[src/hw/trc_consts.svh]
`ifndef TRC_CONSTS_SVH
`define TRC_CONSTS_SVH
`define TRC_OFF_DETECT   8'h02
`define TRC_OFF_SENS     8'h03
`define TRC_OFF_FAVG     8'h04
`define TRC_OFF_SAVG     8'h05
`define TRC_OFF_FACC     8'h06
`define TRC_OFF_SACC     8'h07
`define TRC_OFF_SPEED    8'h08
`define TRC_OFF_SLEEP    8'h0A
`define TRC_OFF_DEBOUNCE 8'h0B
`define TRC_OFF_MODE     8'h0C
`define TRC_OFF_OPTION   8'h0D
`define TRC_OFF_INSET    8'h0E
`define TRC_RST_DETECT   8'hC5
`define TRC_RST_SENS     8'h04
`define TRC_RST_FAVG     8'h04
`define TRC_RST_SAVG     8'h10
`define TRC_RST_FACC     8'h04
`define TRC_RST_SACC     8'h08
`define TRC_RST_SPEED    8'h04
`define TRC_RST_SLEEP    8'h64
`define TRC_RST_DEBOUNCE 8'h80
`define TRC_RST_MODE     8'hB1
`define TRC_RST_OPTION   8'h00
`define TRC_RST_INSET    8'h19
`define TRC_PRESS_MSB    7
`define TRC_PRESS_LSB    5
`define TRC_MOVE_MSB     4
`define TRC_MOVE_LSB     3
`define TRC_RELEASE_MSB  2
`define TRC_RELEASE_LSB  0
`define TRC_WIRE_BIT     1
`define TRC_CAL_BIT      0
`define TRC_OPTION_MASK  8'h03
`define TRC_SENS_MAX     8'h0A
`define TRC_ACC_MAX      8'h08
`define TRC_INSET_MAX    8'h28
`define TRC_CLK_MHZ      250
`define TRC_SLEEP_UNIT_US 100000
`define TRC_DEBOUNCE_UNIT_US 240
`define TRC_SLEEP_UNIT_CYC (`TRC_SLEEP_UNIT_US * `TRC_CLK_MHZ)
`define TRC_DEBOUNCE_UNIT_CYC (`TRC_DEBOUNCE_UNIT_US * `TRC_CLK_MHZ)
`endif

[src/hw/trc_pkg.sv]
package trc_pkg;
   typedef enum logic [1:0] {
      TRC_IDLE    = 2'b00,
      TRC_PRESSED = 2'b01,
      TRC_DEBOUNCE = 2'b10,
      TRC_SLEEP   = 2'b11
   } trc_touch_t;

   // Register write / read request from command decoder
   typedef struct packed {
      logic       wr;
      logic       rd;
      logic [7:0] addr;
      logic [7:0] wdata;
   } trc_req_t;

   // One measurement step from the analog front end
   typedef struct packed {
      logic       valid;
      logic [7:0] level;
      logic [7:0] speed;
   } trc_meas_t;

   // Settings handed to the measurement engine
   typedef struct packed {
      logic [7:0] avg_count;
      logic [3:0] acc_level;
      logic [3:0] sens;
      logic       fast;
      logic       eight_wire;
      logic       cal_out;
      logic [5:0] inset;
   } trc_meas_cfg_t;
endpackage

[src/hw/trc_report_seq.sv]
`timescale 1ns/100ps
`default_nettype none
`include "trc_consts.svh"
// Plays out a press or release report sequence of up to three reports
module trc_report_seq
   import trc_pkg::*;
(
   input  wire logic       sys_clk,
   input  wire logic       rst,
   input  wire logic       start,
   input  wire logic [2:0] code,
   input  wire logic       ready,
   output logic            busy,
   output logic            rpt_valid,
   output logic            rpt_pen
);
   typedef struct packed {
      logic [2:0] pens;
      logic [1:0] left;
      logic       valid;
      logic       pen;
   } trc_seq_t;

   trc_seq_t st;
   trc_seq_t next_st;

   // Pen states in emit order, and count of reports
   function automatic logic [4:0] seq_of(input logic [2:0] c);
      unique case (c)
         3'b001:  seq_of = {2'd1, 3'b000};
         3'b010:  seq_of = {2'd1, 3'b001};
         3'b011:  seq_of = {2'd2, 3'b001};
         3'b100:  seq_of = {2'd3, 3'b010};
         3'b101:  seq_of = {2'd2, 3'b010};
         default: seq_of = {2'd0, 3'b000};
      endcase
   endfunction

   // Emit one report per accepted handshake
   always_comb begin
      next_st = st;
      if (st.valid && ready) begin
         next_st.valid = 1'b0;
      end
      if (!next_st.valid && st.left != 2'd0) begin
         next_st.valid = 1'b1;
         next_st.pen   = st.pens[0];
         next_st.pens  = {1'b0, st.pens[2:1]};
         next_st.left  = st.left - 2'd1;
      end
      if (start && !busy) begin
         {next_st.left, next_st.pens} = seq_of(code);
      end
   end

   always_ff @(posedge sys_clk or posedge rst) begin
      if (rst) begin
         st <= '0;
      end else begin
         st <= next_st;
      end
   end

   assign busy      = st.valid || st.left != 2'd0;
   assign rpt_valid = st.valid;
   assign rpt_pen   = st.pen;

   // Code 100 gives 0, 1, 0
   seq_three_a: assert property (@(posedge sys_clk) disable iff (rst)
      (start && !busy && code == 3'b100) |=> (st.left == 2'd3 && st.pens == 3'b010))
      else $error("three report sequence not loaded");
   seq_none_a: assert property (@(posedge sys_clk) disable iff (rst)
      (start && !busy && code == 3'b000) |=> !busy)
      else $error("empty code produced reports");
endmodule
`default_nettype wire

[src/hw/trc_top.sv]
`timescale 1ns/100ps
`default_nettype none
`include "trc_consts.svh"
// Touch report configuration and reporting state
module trc_top
   import trc_pkg::*;
#(
   parameter int SLEEP_UNIT_CYC    = `TRC_SLEEP_UNIT_CYC,
   parameter int DEBOUNCE_UNIT_CYC = `TRC_DEBOUNCE_UNIT_CYC
) (
   input  wire logic           sys_clk,
   input  wire logic           rst,
   input  wire trc_pkg::trc_req_t  req,
   input  wire trc_pkg::trc_meas_t meas,
   input  wire logic           calibrated,
   input  wire logic           rpt_ready,
   output logic [7:0]          rdata,
   output logic                rdata_valid,
   output logic                rpt_valid,
   output logic                rpt_pen,
   output logic                asleep,
   output trc_pkg::trc_meas_cfg_t meas_cfg
);
   import trc_pkg::*;

   typedef struct packed {
      logic [7:0]   detect;
      logic [7:0]   sens;
      logic [7:0]   favg;
      logic [7:0]   savg;
      logic [7:0]   facc;
      logic [7:0]   sacc;
      logic [7:0]   speed;
      logic [7:0]   sleep;
      logic [7:0]   debounce;
      logic [7:0]   mode;
      logic [1:0]   option;
      logic [7:0]   inset;
      trc_touch_t   touch;
      logic [31:0]  sleep_cnt;
      logic [7:0]   sleep_units;
      logic [31:0]  deb_cnt;
      logic [7:0]   deb_units;
      logic [7:0]   rdata;
      logic         rdata_valid;
      logic         move_valid;
      logic         move_pen;
      logic         asleep;
      trc_meas_cfg_t cfg;
   } trc_state_t;

   trc_state_t st;
   trc_state_t next_st;

   logic       seq_start;
   logic [2:0] seq_code;
   logic       seq_busy;
   logic       seq_valid;
   logic       seq_pen;
   logic       pressed;
   logic       fast;

   // Clamp a value to an upper limit
   function automatic logic [7:0] clamp(input logic [7:0] v, input logic [7:0] hi);
      clamp = (v > hi) ? hi : v;
   endfunction

   // Round an average count down to a legal power of two
   function automatic logic [7:0] pow2(input logic [7:0] v);
      logic [7:0] r;
      r = 8'h01;
      for (int i = 7; i >= 0; i--) begin
         if (v[i] && r == 8'h01) begin
            r = 8'(1 << i);
         end
      end
      pow2 = r;
   endfunction

   // Press and speed classification of the current sample
   assign pressed = meas.valid && meas.level < st.detect;
   assign fast    = meas.speed > st.speed;

   // Register file, touch state machine and timers
   always_comb begin
      next_st = st;
      seq_start = 1'b0;
      seq_code  = 3'b000;
      next_st.rdata_valid = 1'b0;
      if (req.wr) begin
         unique case (req.addr)
            `TRC_OFF_DETECT:   next_st.detect = req.wdata;
            `TRC_OFF_SENS:     next_st.sens = clamp(req.wdata, `TRC_SENS_MAX);
            `TRC_OFF_FAVG:     next_st.favg = pow2(req.wdata);
            `TRC_OFF_SAVG:     next_st.savg = pow2(req.wdata);
            `TRC_OFF_FACC:     next_st.facc = clamp(req.wdata, `TRC_ACC_MAX);
            `TRC_OFF_SACC:     next_st.sacc = clamp(req.wdata, `TRC_ACC_MAX);
            `TRC_OFF_SPEED:    next_st.speed = req.wdata;
            `TRC_OFF_SLEEP:    next_st.sleep = req.wdata;
            `TRC_OFF_DEBOUNCE: next_st.debounce = req.wdata;
            `TRC_OFF_MODE:     next_st.mode = req.wdata;
            `TRC_OFF_OPTION:   next_st.option = req.wdata[1:0];
            `TRC_OFF_INSET:    next_st.inset = clamp(req.wdata, `TRC_INSET_MAX);
            default: ;
         endcase
      end
      if (req.rd) begin
         next_st.rdata_valid = 1'b1;
         unique case (req.addr)
            `TRC_OFF_DETECT:   next_st.rdata = st.detect;
            `TRC_OFF_SENS:     next_st.rdata = st.sens;
            `TRC_OFF_FAVG:     next_st.rdata = st.favg;
            `TRC_OFF_SAVG:     next_st.rdata = st.savg;
            `TRC_OFF_FACC:     next_st.rdata = st.facc;
            `TRC_OFF_SACC:     next_st.rdata = st.sacc;
            `TRC_OFF_SPEED:    next_st.rdata = st.speed;
            `TRC_OFF_SLEEP:    next_st.rdata = st.sleep;
            `TRC_OFF_DEBOUNCE: next_st.rdata = st.debounce;
            `TRC_OFF_MODE:     next_st.rdata = st.mode;
            `TRC_OFF_OPTION:   next_st.rdata = {6'h00, st.option};
            `TRC_OFF_INSET:    next_st.rdata = st.inset;
            default:           next_st.rdata = 8'h00;
         endcase
      end

      // Movement stream handshake
      if (st.move_valid && rpt_ready) begin
         next_st.move_valid = 1'b0;
      end

      // Idle timer: counts 100 ms units without activity
      if (req.wr || req.rd || pressed) begin
         next_st.sleep_cnt   = '0;
         next_st.sleep_units = 8'h00;
      end else if (st.touch == TRC_IDLE && st.sleep != 8'h00) begin
         if (st.sleep_cnt == 32'(SLEEP_UNIT_CYC - 1)) begin
            next_st.sleep_cnt   = '0;
            next_st.sleep_units = st.sleep_units + 8'h01;
         end else begin
            next_st.sleep_cnt = st.sleep_cnt + 32'h1;
         end
      end

      unique case (st.touch)
         TRC_IDLE: begin
            if (pressed && !seq_busy) begin
               next_st.touch = TRC_PRESSED;
               seq_start = 1'b1;
               seq_code  = st.mode[`TRC_PRESS_MSB:`TRC_PRESS_LSB];
            end else if (st.sleep != 8'h00 && next_st.sleep_units >= st.sleep) begin
               next_st.touch = TRC_SLEEP;
            end
         end
         TRC_PRESSED: begin
            if (!meas.valid) begin
            end else if (!pressed) begin
               next_st.touch     = TRC_DEBOUNCE;
               next_st.deb_cnt   = '0;
               next_st.deb_units = 8'h00;
            end else if (!seq_busy && !st.move_valid) begin
               unique case (st.mode[`TRC_MOVE_MSB:`TRC_MOVE_LSB])
                  2'b01: begin
                     next_st.move_valid = 1'b1;
                     next_st.move_pen   = 1'b0;
                  end
                  2'b10: begin
                     next_st.move_valid = 1'b1;
                     next_st.move_pen   = 1'b1;
                  end
                  default: ;
               endcase
            end
         end
         TRC_DEBOUNCE: begin
            if (pressed) begin
               next_st.touch = TRC_PRESSED;
            end else if (st.deb_units >= st.debounce) begin
               if (!seq_busy && !st.move_valid) begin
                  next_st.touch = TRC_IDLE;
                  seq_start = 1'b1;
                  seq_code  = st.mode[`TRC_RELEASE_MSB:`TRC_RELEASE_LSB];
               end
            end else if (st.deb_cnt == 32'(DEBOUNCE_UNIT_CYC - 1)) begin
               next_st.deb_cnt   = '0;
               next_st.deb_units = st.deb_units + 8'h01;
            end else begin
               next_st.deb_cnt = st.deb_cnt + 32'h1;
            end
         end
         TRC_SLEEP: begin
            if (pressed || req.wr || req.rd) begin
               next_st.touch       = pressed ? TRC_PRESSED : TRC_IDLE;
               seq_start           = pressed;
               seq_code            = st.mode[`TRC_PRESS_MSB:`TRC_PRESS_LSB];
               next_st.sleep_units = 8'h00;
            end
         end
      endcase
      next_st.asleep = next_st.touch == TRC_SLEEP;

      // Settings for the measurement engine; fast or slow set chosen per sample
      if (meas.valid) begin
         next_st.cfg.fast = fast;
      end
      next_st.cfg.avg_count  = next_st.cfg.fast ? st.favg : st.savg;
      next_st.cfg.acc_level  = next_st.cfg.fast ? st.facc[3:0] : st.sacc[3:0];
      next_st.cfg.sens       = st.sens[3:0];
      next_st.cfg.eight_wire = st.option[`TRC_WIRE_BIT];
      next_st.cfg.cal_out    = st.option[`TRC_CAL_BIT] && calibrated;
      next_st.cfg.inset      = st.inset[5:0];
   end

   always_ff @(posedge sys_clk or posedge rst) begin
      if (rst) begin
         st          <= '0;
         st.detect   <= `TRC_RST_DETECT;
         st.sens     <= `TRC_RST_SENS;
         st.favg     <= `TRC_RST_FAVG;
         st.savg     <= `TRC_RST_SAVG;
         st.facc     <= `TRC_RST_FACC;
         st.sacc     <= `TRC_RST_SACC;
         st.speed    <= `TRC_RST_SPEED;
         st.sleep    <= `TRC_RST_SLEEP;
         st.debounce <= `TRC_RST_DEBOUNCE;
         st.mode     <= `TRC_RST_MODE;
         st.option   <= 2'(`TRC_RST_OPTION);
         st.inset    <= `TRC_RST_INSET;
         st.touch    <= TRC_IDLE;
      end else begin
         st <= next_st;
      end
   end

   // Press and release report sequences
   trc_report_seq u_seq (
      .sys_clk   (sys_clk),
      .rst       (rst),
      .start     (seq_start),
      .code      (seq_code),
      .ready     (rpt_ready && !st.move_valid),
      .busy      (seq_busy),
      .rpt_valid (seq_valid),
      .rpt_pen   (seq_pen)
   );

   // Outputs from flip-flops; movement reports take the link first
   assign rdata       = st.rdata;
   assign rdata_valid = st.rdata_valid;
   assign rpt_valid   = st.move_valid || seq_valid;
   assign rpt_pen     = st.move_valid ? st.move_pen : seq_pen;
   assign asleep      = st.asleep;
   assign meas_cfg    = st.cfg;

   // Option register upper bits stay zero
   opt_zero_a: assert property (@(posedge sys_clk) disable iff (rst)
      (req.rd && req.addr == `TRC_OFF_OPTION) |=> (rdata[7:2] == 6'h00))
      else $error("option upper bits not zero");
   sleep_off_a: assert property (@(posedge sys_clk) disable iff (rst)
      (st.sleep == 8'h00 && !asleep) |=> !asleep)
      else $error("slept with sleep disabled");
   wake_touch_a: assert property (@(posedge sys_clk) disable iff (rst)
      (asleep && pressed) |=> (!asleep && st.touch == TRC_PRESSED))
      else $error("touch did not wake device");
   bounce_back_a: assert property (@(posedge sys_clk) disable iff (rst)
      (st.touch == TRC_DEBOUNCE && pressed) |=> (st.touch == TRC_PRESSED))
      else $error("contact return lost");
   release_hold_a: assert property (@(posedge sys_clk) disable iff (rst)
      (st.touch == TRC_DEBOUNCE && st.deb_units < st.debounce) |=> (st.touch != TRC_IDLE))
      else $error("release before debounce expired");
   move_pen_a: assert property (@(posedge sys_clk) disable iff (rst)
      (st.touch == TRC_PRESSED && pressed && !seq_busy && !st.move_valid
       && st.mode[4:3] == 2'b10) |=> (st.move_valid && st.move_pen))
      else $error("movement report pen wrong");
   cal_gate_a: assert property (@(posedge sys_clk) disable iff (rst)
      meas_cfg.cal_out |-> $past(st.option[0] && calibrated))
      else $error("calibrated output without calibration");
   fast_pick_a: assert property (@(posedge sys_clk) disable iff (rst)
      (meas.valid && fast) |=> (meas_cfg.fast && meas_cfg.avg_count == $past(st.favg)))
      else $error("fast average not selected");
   press_det_a: assert property (@(posedge sys_clk) disable iff (rst)
      (st.touch == TRC_IDLE && meas.valid && meas.level >= st.detect) |=>
      (st.touch != TRC_PRESSED))
      else $error("press accepted above detect level");
endmodule
`default_nettype wire

[config.mk]
export PLATFORM = sky130hd
export DESIGN_NAME = trc_top
export DESIGN_NICKNAME = d
export VERILOG_FILES = /design/src/hw/trc_pkg.sv /design/src/hw/trc_report_seq.sv /design/src/hw/trc_top.sv
export VERILOG_INCLUDE_DIRS = /design/src /design/src/hw
export SDC_FILE = /design/constraint.sdc
export NUM_CORES = 1
export LEC_CHECK = 0
export ABC_AREA = 1
export BUFFER_PORTS_ARGS = -buffer_cell sky130_fd_sc_hd__buf_4
export CORE_ASPECT_RATIO = 1.5
export CORE_MARGIN = 3
export CORE_UTILIZATION = 55
export DETAILED_ROUTE_END_ITERATION = 16
export PLACE_DENSITY = 0.78
export SLEW_MARGIN = 20
export SYNTH_ARGS = -nofsm -noshare
export SYNTH_HDL_FRONTEND = slang
export SYNTH_SLANG_ARGS = --single-unit
[constraint.sdc]
create_clock -name sys_clk -period 7.4 [get_ports sys_clk]
set_clock_uncertainty 0.15 [all_clocks]
set_input_delay 1.48 -clock sys_clk [delete_from_list [all_inputs] [get_ports sys_clk]]
set_output_delay 1.48 -clock sys_clk [all_outputs]
set_load 0.01 [all_outputs]
# ---- Word-level counts from Yosys, hierarchy flattened
# Index checks and enable logic that the tools add are counted.
dict set report classes {
  add_sub_neg 5
  muxes 97
  reduce_logical 56
  eq_ne 44
  n_lt_le_gt_ge 7
}
# operator count
set ops {}
lappend ops {{$mux W8} 51}
lappend ops {{$mux W40} 6}
lappend ops {{$eq A8 B1 Y1 const B} 14}
lappend ops {{$pmux W8 S12} 1}
lappend ops {{$pmux W40 S2} 1}
lappend ops {{$add A32 B1 Y32 const B} 2}
lappend ops {{$mux W32} 2}
lappend ops {{$eq A8 B4 Y1 const B} 6}
lappend ops {{$eq A32 B16 Y1 const B} 1}
lappend ops {{$eq A32 B25 Y1 const B} 1}
lappend ops {{$eq A8 B3 Y1 const B} 4}
lappend ops {{$logic_and A1 B1 Y1} 25}
lappend ops {{$pmux W5 S5} 1}
lappend ops {{$mux W2} 12}
lappend ops {{$reduce_and A2 Y1} 12}
lappend ops {{$add A8 B1 Y8 const B} 2}
lappend ops {{$eq A8 B2 Y1 const B} 2}
lappend ops {{$ge A8 B8 Y1} 2}
lappend ops {{$gt A8 B4 Y1 const B} 2}
lappend ops {{$mux W3} 5}
lappend ops {{$mux W1} 11}
lappend ops {{$ne A2 B2 Y1 const B} 5}
lappend ops {{$reduce_and A5 Y1} 2}
lappend ops {{$reduce_bool A2 Y1} 5}
lappend ops {{other kinds (21)} 34}
dict set report totals {
  reg_bits 216
  output_inout_bits 37
}

# ---- Depth between registers and ports, before layout
# Gate-level depths: netlist of the first run.
dict set report depth {
  depth_word 36
  depth_mapped 22
}

# ---- By module
# Synthesis of the first run repeated with hierarchy kept, for this count alone.
dict set report hier_totals {
  cells_unflattened 1674
  hier_area_um2 12743.5
}
# module n_inst area_per_inst_um2 cells_each
set modules_own_cells {}
lappend modules_own_cells {trc_top 1 12378.1 1625}
lappend modules_own_cells {trc_report_seq 1 365.4 49}

# ---- Worst setup path after synthesis of the first run
# OpenSTA, ideal clock, no wires.
dict set report synth_timing {
  kind {input to register}
  startpoint {input port meas[15] (netlist bit)}
  endpoint {register st (netlist bit asleep)}
  stages 18
  t_required_ns 7.179
  setup_slack_ns 3.277
  t_arrival_ns 3.902
  setup_time_ns 0.071
  path_cell_list {ha_1 -> a21oi_1 -> o21a_1 -> nand3_4 -> nand2_4 -> buf_6 -> clkbuf_1 -> a211oi_1 -> ha_1 -> nand2_1 -> nor2_1 -> nand4_1 -> o2111a_1 -> o21ai_0 -> nand2_1 -> inv_1 -> nand2_1 -> nor2_1}
}
# element line
set synth_lines {}
lappend synth_lines {{start, declared} trc_top.sv:14} ;# input wire trc_pkg::trc_meas_t meas,
lappend synth_lines {{end signal, assigned} trc_top.sv:230} ;# st <= next_st;
lappend synth_lines {{end, declared} trc_top.sv:52} ;# trc_state_t st;

==> summary by stage, run 1 <==
Logic synthesis
The post-synthesis sequential element count is roughly 220. The synthesized design contains 0 enable-type register cells. The cell count after synthesis is approximately 1500.

Sorting the synthesized cells by how often they occur yields sky130_fd_sc_hd__nand2_1 (310), sky130_fd_sc_hd__inv_1 (218), sky130_fd_sc_hd__dfrtp_1 (194). The count of cell types in the netlist is 59. The number of warning messages in the yosys log is 0. The synthesized area is ~12000 um2. Of the post-synthesis cell area, the dominant cell type holds 39.7%. Among all flip-flop cells after synthesis, the most frequent one is sky130_fd_sc_hd__dfrtp_1.

The leading area contributor after synthesis is sky130_fd_sc_hd__dfrtp_1. By area the synthesized netlist is led by sky130_fd_sc_hd__dfrtp_1 (40%), sky130_fd_sc_hd__nand2_1 (9.5%), sky130_fd_sc_hd__inv_1 (6.7%). The synthesized area per cell is 8.12 um2.

The most common cell in the netlist is sky130_fd_sc_hd__nand2_1. After synthesis, flip-flops and latches occupy approximately 44% of the total area. Of all flip-flops after synthesis, the portion carrying an async set or reset was 100%.

The number of nets in the synthesized netlist is 1582.

Worst setup path
The startpoint of the worst register-to-register path is st[117]. The path depth of the worst reg2reg path is 18. By startpoint and endpoint, the worst setup path is classified as in -> reg.

The critical path runs through a total of 19 cells. The cell family contributing the most delay on the critical path is simple AND/OR/NAND/NOR gates. The worst setup path is captured at a register.

The element type at the critical path start is an input pin. In this design, the stage delay of the slowest critical-path cell is approximately 290 ps. The worst-path maximum fanout is 21. The highest-delay cell along the critical path is sky130_fd_sc_hd__ha_1.

The data arrival time of the critical path is roughly 4200 ps. STA puts the critical path data required time at around 7700 ps. The cell occurring most often along the worst timing path is sky130_fd_sc_hd__nand2_1. Walking the worst path, the cells encountered are buf_4 -> ha_1 -> a21oi_1 -> o21a_1 -> nand3_4 -> nand2_4 -> inv_1 -> nand2_1 -> nor2_1 -> ha_1 -> nand2_1 -> nor2_1 -> nand4_1 -> o2111a_1 -> o21ai_0 -> nand2_1 -> inv_1 -> nand2_1 -> nor2_1.

The endpoint identified for the worst register-to-register timing path is asleep. The critical path contains buffers and inverters numbering 3 combined. Across all register-to-register paths, the minimum setup slack is ~3800 ps.

Power and ir drop
The register share of total power is a little over two fifths. Of the total power, the share spent switching nets is between 20% and 30%. The worst voltage drop across the vdd grid is approximately 0.17 mV. The reported net switching power is around 0.00087 W. The reported leakage power is just over 6 nW. The internal portion of the total power is between 0.002 and 0.0025 W.

For this design the ratio of total power to cell area is about 220 nW/um2. Of the total power, combinational logic draws between 10% and 20%. Overall power consumption after layout is estimated at 0.00297 W. In this run, the clock network consumes between 30% and 40% of the power.

Final layout
The net count of the finished layout is about 1600. Counting the fill cells in the layout gives ~2000. After the flow finishes, the layout carries non-filler instances totaling about 1800. The antenna diode count is 0.

The fraction of final layout cells sized beyond drive strength 1 is 13.9%. Relative to the synthesized area, the layout overhead comes to 10.3%. Cells fill between 60% and 70% of the core in the end.

Timing
The count of final hold-check violations was 0. Setup repair after global routing left no endpoint under its margin. The worst path in the final design needs a cycle of 3950 ps, including I/O delays and setup.

The worst max-slew margin expressed relative to the limit is about 36%. After layout, the worst path uses 53.4% of the clock period. The final count of pins violating max slew was 0. The final setup violation count is 0. At the pin with the least slew margin, the transition time is 934 ps. Based on the critical path, the design can be clocked at up to around 0.25 GHz. The setup TNS is 0 ps.

CTS
TritonCTS built the clock tree. The number of H-tree branching levels is 1. TritonCTS created 22 clock buffers. The number of buffers added to fix hold violations after cts is 0. The clock reaches the later pin of the worst-skew pair after between 500 and 600 ps.

CTS saw between 200 and 250 sinks. The number of post-CTS setup repair buffers is 0. The maximum count of clock buffers along a single path is 3. The CTS root buffer is sky130_fd_sc_hd__clkbuf_16. The number of gates resized after CTS is 0. The post-CTS clock slew at the launch and capture registers of the worst setup and hold paths is around 60 ps.

Floorplanning
The horizontal extent of the die is about 130 um. The die covers between 20000 and 25000 um2. The floorplan core area is between 20000 and 25000 um2. The row count is 66. Once the floorplan was initialized, standard cells occupied between 50% and 60% of the core. The boundary pin count is 76.

From bottom edge to top edge, the die measures between 150 and 200 um.

Global routing
In the global route stage, met1 resource usage came out at 29.7%. The number of antenna violations at the first check in global routing is 0. The global routing met3 resource utilization is 2.72%.

The number of global-route vias before repair is between 10000 and 15000. The overall overflow remaining after global route is 0. The first-pass GRT wire length is between 50 and 60 mm. The routing usage on met2 is between 40 and 50%. The largest net degree at the start of global routing is roughly 140.

Global routing used between 20% and 30% of the available tracks. The global-route layer with the greatest usage is met2.

Routing
The total via count in the routed design is approximately 10000. The first routing iteration left 750 violations. Dividing the detail-routed via count by the number of cells gives between 5 and 6. The mean routed wirelength per cell is about 17 um. The remaining antenna violation count is 0.

The number of iterations in the first detailed-routing pass is 5. After detailed routing, the total wire length is ~31 mm. The post-detailed-route DRC marker count is 0.

Worst hold path
The path with the worst hold slack has its endpoint at meas_cfg[1]. The origin of the worst min-delay path is next_st[1]. The type of the most critical hold path is reg -> reg.

The worst hold path was traced through 0 stages.

Status
The flow ran to the end, and the final reports show no timing, DRC or antenna violations.

Placement
The number of cells after detailed placement is 1792. The quantity of I/O buffers inserted on ports is 75. The congestion estimate from routability-driven global placement came to around 0.9.

Detailed placement ended at an HPWL of roughly 23 mm.

Job
Across the run, the number of max-cap violations was 0.
metrics by stage:
step | hold WS [ps] | area, um2 | setup slack, ps
after floorplan | 204 | 12200 | 2990
after global placement | 214 | 12700 | 3090
after global routing | 257 | 13500 | 3180
final | 244 | 13500 | 3450
after CTS | 248 | 13500 | 3490
after detailed placement | 237 | 12700 | 2980
cell families (layout without fill, tap and decap cells):
logic type | Yosys count | after routing | synth area share, %
adder cells (fa/ha/maj) | 37 | 37 | 3.79
AO/OA/AOI/OAI | 252 | 252 | 12.2
AND/OR/NAND/NOR | 660 | 660 | 25.7
buffers and inverters | 297 | 351 | 10.8
multiplexers | 1 | 1 | 0.0921
XOR/XNOR | 44 | 44 | 3.15
flip-flops | 215 | 215 | 44.2
registers in the layout (all words and copies together), names as in the netlist:
| register | flops |
|---|---|
| asleep | 1 |
| meas_cfg | 25 |
| next_st | 11 |
| rdata | 8 |
| rdata_valid | 1 |
| st | 163 |
| u_seq.rpt_pen | 1 |
| u_seq.rpt_valid | 1 |
| u_seq.st | 4 |
metal layers:
metal  part of all wire [%]  routed length [um]  vias up
li1                       -                   -     5010
met1                     37               11600     4936
met2                     52               16200      297
met3                    4.3                1350      107
met4                    6.5                2020        0
met5                      0                   0        -
worst max-delay path by stage:
stage / end / slack, ps / start
4_1_cts: asleep / 3490 / meas[15]
6_report: asleep / 3450 / meas[15]
3_3_place_gp: asleep / 3090 / meas[15]
2_1_floorplan: asleep / 2990 / rst
5_1_grt: asleep / 3180 / meas[13]
3_5_place_dp: asleep / 2980 / meas[15]
layout make-up:
type,instances,area (um2),area share (%)
clock buffers,28,614,4.56
clock inverters,12,153,1.13
inverters,233,878,6.51
multi-input cells,994,5490,40.7
flip-flops and latches,215,5410,40.1
well taps,272,340,2.52
repair buffers,78,598,4.44
power by group through the flow:
stage | registers, W | logic [W] | clock network, W
global route | 0.00131 | 0.000556 | 0.00124
finish | 0.00130 | 0.000488 | 0.00118
CTS | 0.00130 | 0.000491 | 0.00119
detailed placement | 0.00132 | 0.000486 | 0
floorplan | 0.00131 | 0.000388 | 0
global placement | 0.00132 | 0.000473 | 0
cells in the final DEF (no fill, tap or decap), types with 13 or more instances in the layout:
cell / netlist / layout
sky130_fd_sc_hd__o21ai_0: 102 / 102
sky130_fd_sc_hd__nand4_1: 32 / 32
sky130_fd_sc_hd__clkbuf_16: 0 / 23
sky130_fd_sc_hd__ha_1: 37 / 37
sky130_fd_sc_hd__buf_4: 37 / 77
sky130_fd_sc_hd__xor2_1: 40 / 40
sky130_fd_sc_hd__dfstp_2: 21 / 21
sky130_fd_sc_hd__o31ai_1: 16 / 16
sky130_fd_sc_hd__nand2_1: 310 / 310
sky130_fd_sc_hd__a21oi_1: 40 / 40
sky130_fd_sc_hd__inv_2: 13 / 13
sky130_fd_sc_hd__nand3_1: 77 / 77
sky130_fd_sc_hd__nor2_2: 15 / 15
sky130_fd_sc_hd__nor2_1: 115 / 115
sky130_fd_sc_hd__o22ai_1: 33 / 33
sky130_fd_sc_hd__inv_1: 218 / 217
sky130_fd_sc_hd__nor4_1: 13 / 13
sky130_fd_sc_hd__nor3_1: 37 / 37
sky130_fd_sc_hd__dfrtp_1: 194 / 194
sky130_fd_sc_hd__o21ai_1: 14 / 14
(Power assumes the default switching activity.)
==> run 2: changes to the inputs <==
--- a/config.mk
+++ b/config.mk
@@ -12,7 +12,7 @@
 export CORE_MARGIN = 3
 export CORE_UTILIZATION = 55
 export DETAILED_ROUTE_END_ITERATION = 16
-export PLACE_DENSITY = 0.78
+export PLACE_DENSITY = 0.75
 export SLEW_MARGIN = 20
 export SYNTH_ARGS = -nofsm -noshare
 export SYNTH_HDL_FRONTEND = slang
==> constraint.sdc (replaced) <==
create_clock -name sys_clk -period 3.9 [get_ports sys_clk]
set_clock_uncertainty 0.15 [all_clocks]
set_input_delay 0.78 -clock sys_clk [delete_from_list [all_inputs] [get_ports sys_clk]]
set_output_delay 0.78 -clock sys_clk [all_outputs]
set_load 0.01 [all_outputs]
==> summary by stage, run 2 (synthesis gave the netlist of run 1 again) <==
Status
The run finished with clean final reports.

Routing
The remaining antenna violation count is 0 (unchanged). The detailed router's first-iteration violation count was 701 (-6.5%). The post-detailed-route DRC marker count is 0 (unchanged). The total via count in the routed design was 10400 (+0.24%). The total routed wirelength came to 31.3 mm (+0.22%). The mean routed wirelength per cell is 17.0 um (-0.11%). The number of iterations in the first detailed-routing pass is 5 (unchanged). The via-per-instance ratio was 5.64 (about the same).

Global routing
The total routing usage reported by global routing came to 26.1% (+0.082 points). The number of global-route vias before repair is 10500 (+1.8%). The number of antenna violations at the first check in global routing is 0 (unchanged). The first-pass GRT wire length is 51.0 mm (+0.49%). The largest net degree at the start of global routing was 63 (-53%). The overall overflow remaining after global route came to 0 (unchanged).

Worst hold path
The worst hold path begins at next_st[2]. The path class of the tightest hold or removal check is reg -> reg. For hold timing, the worst endpoint is meas_cfg[2]. The worst hold path cell count is 0 (unchanged).

CTS
The number of H-tree branching levels is 1 (unchanged). The number of post-CTS setup repair buffers is 0 (unchanged). The number of buffers created by CTS came to 22 (unchanged).

The number of gates resized after CTS came to 0 (unchanged). The clock insertion delay at the later pin of the skew report was 510 ps (about the same). TritonCTS built the clock tree. The maximum count of clock buffers along a single path came to 3 (unchanged). Clock tree synthesis selected as its root buffer the cell sky130_fd_sc_hd__clkbuf_16. The post-CTS clock slew at the launch and capture registers of the worst setup and hold paths came to 60 ps (about the same).

The number of buffers added to fix hold violations after cts is 0 (unchanged). The count of clock tree sinks was 215 (unchanged).

Worst setup path
The worst reg2reg path endpoint is asleep. The worst-case register-to-register setup slack was 560 ps (-3270 ps). The endpoint required time on the critical path is 4190 ps (-3490 ps).

The path depth of the worst reg2reg path is 18 (unchanged). The worst setup path is launched from a register. The data arrival time of the critical path is 3630 ps (-610 ps).

The worst-path maximum fanout came to 6 (-71%). The nature of the critical path endpoint is a register. The startpoint of the worst register-to-register path is st[85]. The path type of the worst setup path is reg -> reg.

Floorplanning
The horizontal extent of the die is 128 um (unchanged). The y dimension of the die is 189 um (unchanged). The starting utilization of the core area came to 56.1% (unchanged). The floorplan core area was 21800 um2 (unchanged). The boundary pin count is 76 (unchanged). The die area is 24100 um2 (unchanged). The row count is 66 (unchanged).

Job
The max capacitance violation total came to 0 (unchanged).

Final layout
The commonest non-fill, non-tap cell in the layout is sky130_fd_sc_hd__nand2_1. The fraction of final layout cells sized beyond drive strength 1 is 14.0% (+0.074 points). The top cell types in the final layout, fill and taps aside, are sky130_fd_sc_hd__nand2_1 (310), sky130_fd_sc_hd__inv_1 (217), sky130_fd_sc_hd__dfrtp_1 (194). The antenna diode count was 0 (unchanged). The area growth from synthesis to layout is 10.7%. The net count of the finished layout is 1627 (+0.43%). The flip-flop count of the largest register, all copies and words added is 163 (unchanged).

The register with the most flip-flops in the final layout is st. The final standard cell count with taps included and fillers excluded is 1838 (+0.33%).

Timing
The worst path uses about 86% of the clock period. Setup repair after global routing left no endpoint under its margin. The smallest setup slack after layout is 563 ps (-2880 ps).

The count of final hold-check violations is 0 (unchanged). The transition time of the tightest slew-check pin is 958 ps (+24.2 ps). The highest clock rate is about 0.3 GHz. The worst max-slew margin expressed relative to the limit is 36.0% (-0.14 points). The setup TNS is 0 ps (unchanged). The final setup violation count came to 0 (unchanged).

The final count of pins violating max slew is 0 (unchanged). Subtracting the final worst setup slack from the clock period gives approximately 3300 ps.

Placement
The quantity of I/O buffers inserted on ports was 75 (unchanged). The minimum setup slack after placement came to 288 ps (-2700 ps). The routability-driven placement congestion ratio came to 1.01 (+10%). The placed wire-length estimate is 23.5 mm (+0.85%). The number of cells after detailed placement was 1799 (+0.39%).

Power and ir drop
The power density of the placed cells is 414 nW/um2 (+88%). The reported leakage power is 6.21 nW (+0.38%). The worst voltage drop across the vdd grid came to 0.363 mV (+110%).
run 2: changes by cell type in the layout (fill, tap and decap cells not counted), sizes merged:
cell    delta
clkinv     -4
buf        +7
bufinv     -1
clkbuf     +6
inv        -2
run 2: area by class of cell:
class                           count  area, um2
Clock buffer                       34        657
Clock inverter                      5       77.6
Fill cell                        1953       8270
Inverter                          233        878
Multi-Input combinational cell    994       5490
Sequential cell                   215       5410
Tap cell                          272        340
Timing Repair Buffer               85        676
run 2: worst max-delay path by stage:
stage                   from  slack [ps]  cells past startpoint  endpoint
floorplan                rst         190                      1    asleep
global placement    meas[15]         370                     18    asleep
detailed placement  meas[13]         290                     19    asleep
CTS                   st[85]         570                     18    asleep
global route          st[85]         210                     20    asleep
finish                st[85]         560                     18    asleep
run 2: worst max-delay path, stage by stage (launching register included):
cell                       delay (ps)
sky130_fd_sc_hd__dfrtp_1          430
sky130_fd_sc_hd__ha_1             270
sky130_fd_sc_hd__nand3_1          150
sky130_fd_sc_hd__nor4_1           290
sky130_fd_sc_hd__nand3_1          130
sky130_fd_sc_hd__and2b_1          310
sky130_fd_sc_hd__nand2_1           60
sky130_fd_sc_hd__o21ai_0          100
sky130_fd_sc_hd__a211oi_1         120
sky130_fd_sc_hd__ha_1             320
sky130_fd_sc_hd__nand2_1           70
sky130_fd_sc_hd__nor2_1           140
sky130_fd_sc_hd__nand4_1           90
sky130_fd_sc_hd__o2111a_1         150
sky130_fd_sc_hd__o21ai_0          200
sky130_fd_sc_hd__nand2_1           70
sky130_fd_sc_hd__inv_1             50
sky130_fd_sc_hd__nand2_1           60
sky130_fd_sc_hd__nor2_1           100
run 2: layer usage:
layer	vias to the layer above	GRT usage, %	wire [um]	share of wire [%]
met5	-	0	0	0
met4	0	14.7	2000	6.4
met3	119	2.95	1370	4.4
met2	316	47.6	16200	52
met1	4914	28.9	11700	37
li1	5026	-	-	-
run 2: per-stage QoR:
stage / instance area (um2) / total power (W) / utilization [%] / hold slack, ps
final: 13500 / 0.00559 / 62.1 / 221
after global routing: 13500 / 0.00585 / 62.1 / 230
after CTS: 13500 / 0.00563 / 62.1 / 219
after detailed placement: 12800 / 0.00347 / 58.7 / 210
after global placement: 12800 / 0.00344 / 58.7 / 215
after floorplan: 12200 / 0.00322 / - / 204
run 2: power breakdown:
group          internal (W)  switching (W)
combinational      0.000303       0.000650
sequential          0.00237       0.000105
clock               0.00129       0.000876
==> run 3: changes to the inputs <==
--- a/config.mk
+++ b/config.mk
@@ -8,12 +8,14 @@
 export LEC_CHECK = 0
 export ABC_AREA = 1
 export BUFFER_PORTS_ARGS = -buffer_cell sky130_fd_sc_hd__buf_4
+export CELL_PAD_IN_SITES_DETAIL_PLACEMENT = 1
+export CELL_PAD_IN_SITES_GLOBAL_PLACEMENT = 1
 export CORE_ASPECT_RATIO = 1.5
 export CORE_MARGIN = 3
-export CORE_UTILIZATION = 55
+export CORE_UTILIZATION = 46
 export DETAILED_ROUTE_END_ITERATION = 16
-export PLACE_DENSITY = 0.75
-export SLEW_MARGIN = 20
+export PLACE_DENSITY = 0.82
+export SLEW_MARGIN = 30
 export SYNTH_ARGS = -nofsm -noshare
 export SYNTH_HDL_FRONTEND = slang
 export SYNTH_SLANG_ARGS = --single-unit
==> summary by stage, run 3 (synthesis gave the netlist of run 1 again) <==
Status
The run finished with clean final reports.

Floorplanning
The floorplan core area is 25900 um2 (+19%). The starting utilization of the core area is 47.1% (-9.0 points). The horizontal extent of the die was 139 um (+8.9%). The y dimension of the die was 206 um (+9.0%). The row count came to 72 (+9.1%).

The boundary pin count is 76 (unchanged). The die area is 28600 um2 (+19%).

Routing
The total via count in the routed design is 10600 (+1.9%). The mean routed wirelength per cell was 19.3 um (+14%). The number of iterations in the first detailed-routing pass is 5 (unchanged).

The remaining antenna violation count is 0 (unchanged). The via-per-instance ratio came to 5.55 (-1.7%). After detailed routing, no signal wire sits above met4. The met1 routed wirelength after detailed routing is 13.6 mm (+16%).

The post-detailed-route DRC marker count is 0 (unchanged). The wire length on met3 came to 1.03 mm (-25%). The total routed wirelength is 36.9 mm (+18%). The met2 wire length is 19.8 mm (+22%).

The detailed router's first-iteration violation count is 468 (-33%).

CTS
The clock insertion delay at the later pin of the skew report is 530 ps (+20 ps). The number of gates resized after CTS is 0 (unchanged). The number of H-tree branching levels is 1 (unchanged).

The count of clock tree sinks is 215 (unchanged). The number of buffers added to fix hold violations after cts is 0 (unchanged). The maximum count of clock buffers along a single path is 3 (unchanged). The number of post-CTS setup repair buffers is 0 (unchanged).

TritonCTS built the clock tree. The post-CTS clock slew at the launch and capture registers of the worst setup and hold paths is 60 ps (about the same). In this run the clock root is driven by a sky130_fd_sc_hd__clkbuf_16. The number of buffers created by CTS is 24 (+9.1%).

Placement
The quantity of I/O buffers inserted on ports is 75 (unchanged). The placed wire-length estimate is 28.0 mm (+19%). The routability-driven placement congestion ratio was 0.917 (-9.6%).

Global routing
The number of antenna violations at the first check in global routing is 0 (unchanged). The first-pass GRT wire length came to 60.5 mm (+18%). The overall overflow remaining after global route is 0 (unchanged).

The largest net degree at the start of global routing is 74 (+17%). The number of global-route vias before repair came to 11600 (+11%). The total routing usage reported by global routing is 26.2% (+0.13 points).

Timing
The count of final hold-check violations is 0 (unchanged). The clock period minus final worst setup slack is 3480 ps (+143 ps). The final setup violation count is 0 (unchanged). The setup TNS is 0 ps (unchanged). The transition time of the tightest slew-check pin is 723 ps (-236 ps). The worst max-slew margin expressed relative to the limit was 51.8% (+16 points). Setup repair after global routing left no endpoint under its margin. The final count of pins violating max slew was 0 (unchanged). The post-route fraction of the period consumed by the critical path is 89.2% (+3.7 points). The highest clock rate is 0.287 GHz (-4.1%).

Power and ir drop
The portion of total power attributed to the clock network was 40.1% (+1.4 points). The worst voltage drop across the vdd grid is 0.420 mV (+16%). The reported net switching power came to 0.00177 W (+8.5%). The share of total power in combinational logic is 17.3% (+0.3 points). The reported leakage power came to 6.26 nW (+0.75%). The power density of the placed cells is 426 nW/um2 (+3.0%). The register share of total power is 42.6% (-1.7 points).

The switching part of the total power is 30.4% (+1.2 points). The power after layout is 0.00582 W (+4.1%). The internal power summed over all cells was 0.00405 W (+2.2%).

Worst setup path
The worst setup path is launched from a register. The worst-path maximum fanout is 6 (unchanged). The data arrival time of the critical path is 3780 ps (+150 ps). The path type of the worst setup path is reg -> reg. The nature of the critical path endpoint is a register.

The timing startpoint of the critical path is st[85]. The startpoint of the worst register-to-register path is st[85]. The endpoint required time on the critical path is 4200 ps (about the same).

Final layout
The library cell used most frequently in the layout, excluding fill and tap cells, is sky130_fd_sc_hd__nand2_1. The flip-flop count of the largest register, all copies and words added is 163 (unchanged). The area growth from synthesis to layout is 11.8%. In the layout the commonest cells are sky130_fd_sc_hd__nand2_1 (310), sky130_fd_sc_hd__inv_1 (217), sky130_fd_sc_hd__dfrtp_1 (194). st holds more flip-flops than any other register. The fraction of final layout cells sized beyond drive strength 1 was 14.4% (+0.45 points).

The antenna diode count is 0 (unchanged). The net count of the finished layout is 1631 (+0.25%).

Worst hold path
The type of the most critical hold path is in -> async.

Job
The max capacitance violation total is 0 (unchanged).
run 3: cell types whose count changed in the layout (fill, tap and decap cells not counted), sizes merged:
| cell | previous run | this run |
|---|---|---|
| buf | 85 | 87 |
| clkinvlp | 2 | 1 |
| clkinv | 4 | 10 |
run 3: layer usage:
layer | vias to the layer above | track usage (%)
met4 | 0 | 15.7
met3 | 104 | 3.12
met2 | 199 | 50.4
li1 | 5026 | -
met5 | - | 0
met1 | 5244 | 27.0
run 3: worst paths after layout:
check	end	slack [ps]	depth (start not counted)
worst min register to register	meas_cfg[1]	250	0
worst max-delay path	asleep	420	20
worst min-delay path	st[66]	130	2
max in group asynchronous	meas_cfg[14]	2390	3
worst max register to register	asleep	420	20
min in group sys_clk	meas_cfg[1]	250	0
run 3: critical path, cell delays in order (launching register included):
cell	delay (ps)
sky130_fd_sc_hd__dfrtp_1	430
sky130_fd_sc_hd__ha_1	280
sky130_fd_sc_hd__nand2_1	110
sky130_fd_sc_hd__nor3_2	200
sky130_fd_sc_hd__inv_1	150
sky130_fd_sc_hd__nor4_2	300
sky130_fd_sc_hd__nand3_2	210
sky130_fd_sc_hd__nor2_1	140
sky130_fd_sc_hd__nand2_1	60
sky130_fd_sc_hd__nand2_1	80
sky130_fd_sc_hd__nor2_1	50
sky130_fd_sc_hd__ha_1	270
sky130_fd_sc_hd__nand2_1	70
sky130_fd_sc_hd__nor2_1	180
sky130_fd_sc_hd__nand4_1	100
sky130_fd_sc_hd__o2111a_1	150
sky130_fd_sc_hd__o21ai_0	220
sky130_fd_sc_hd__nand2_1	80
sky130_fd_sc_hd__inv_1	60
sky130_fd_sc_hd__nand2_1	60
sky130_fd_sc_hd__nor2_1	90
run 3: layout make-up:
cell class | instances | area [um2]
Clock buffer | 34 | 689
Clock inverter | 10 | 111
Multi-Input combinational cell | 994 | 5490
Tap cell | 333 | 417
Fill cell | 3215 | 12300
Sequential cell | 215 | 5410
Inverter | 233 | 878
Timing Repair Buffer | 87 | 678
run 3: metrics by stage:
stage                     hold WS (ps)  setup slack [ps]  cell area, um2  instances  utilization, %
after floorplan                    204               189           12200       1506               -
after detailed placement           213               291           12900       1862            49.6
final                              129               420           13700       1906            52.7
after global routing               154              82.2           13700       1906            52.7
after global placement             210               421           12900       1862            49.6
after CTS                          125               426           13700       1906            52.7
run 3: power groups by stage:
| stage | combinational [W] | clock (W) | sequential [W] |
|---|---|---|---|
| 2_1_floorplan | 0.000736 | 0 | 0.00249 |
| 3_3_place_gp | 0.000968 | 0 | 0.00251 |
| 3_5_place_dp | 0.00101 | 0 | 0.00252 |
| 4_1_cts | 0.00102 | 0.00237 | 0.00248 |
| 5_1_grt | 0.00113 | 0.00247 | 0.00250 |
| 6_report | 0.00101 | 0.00233 | 0.00248 |
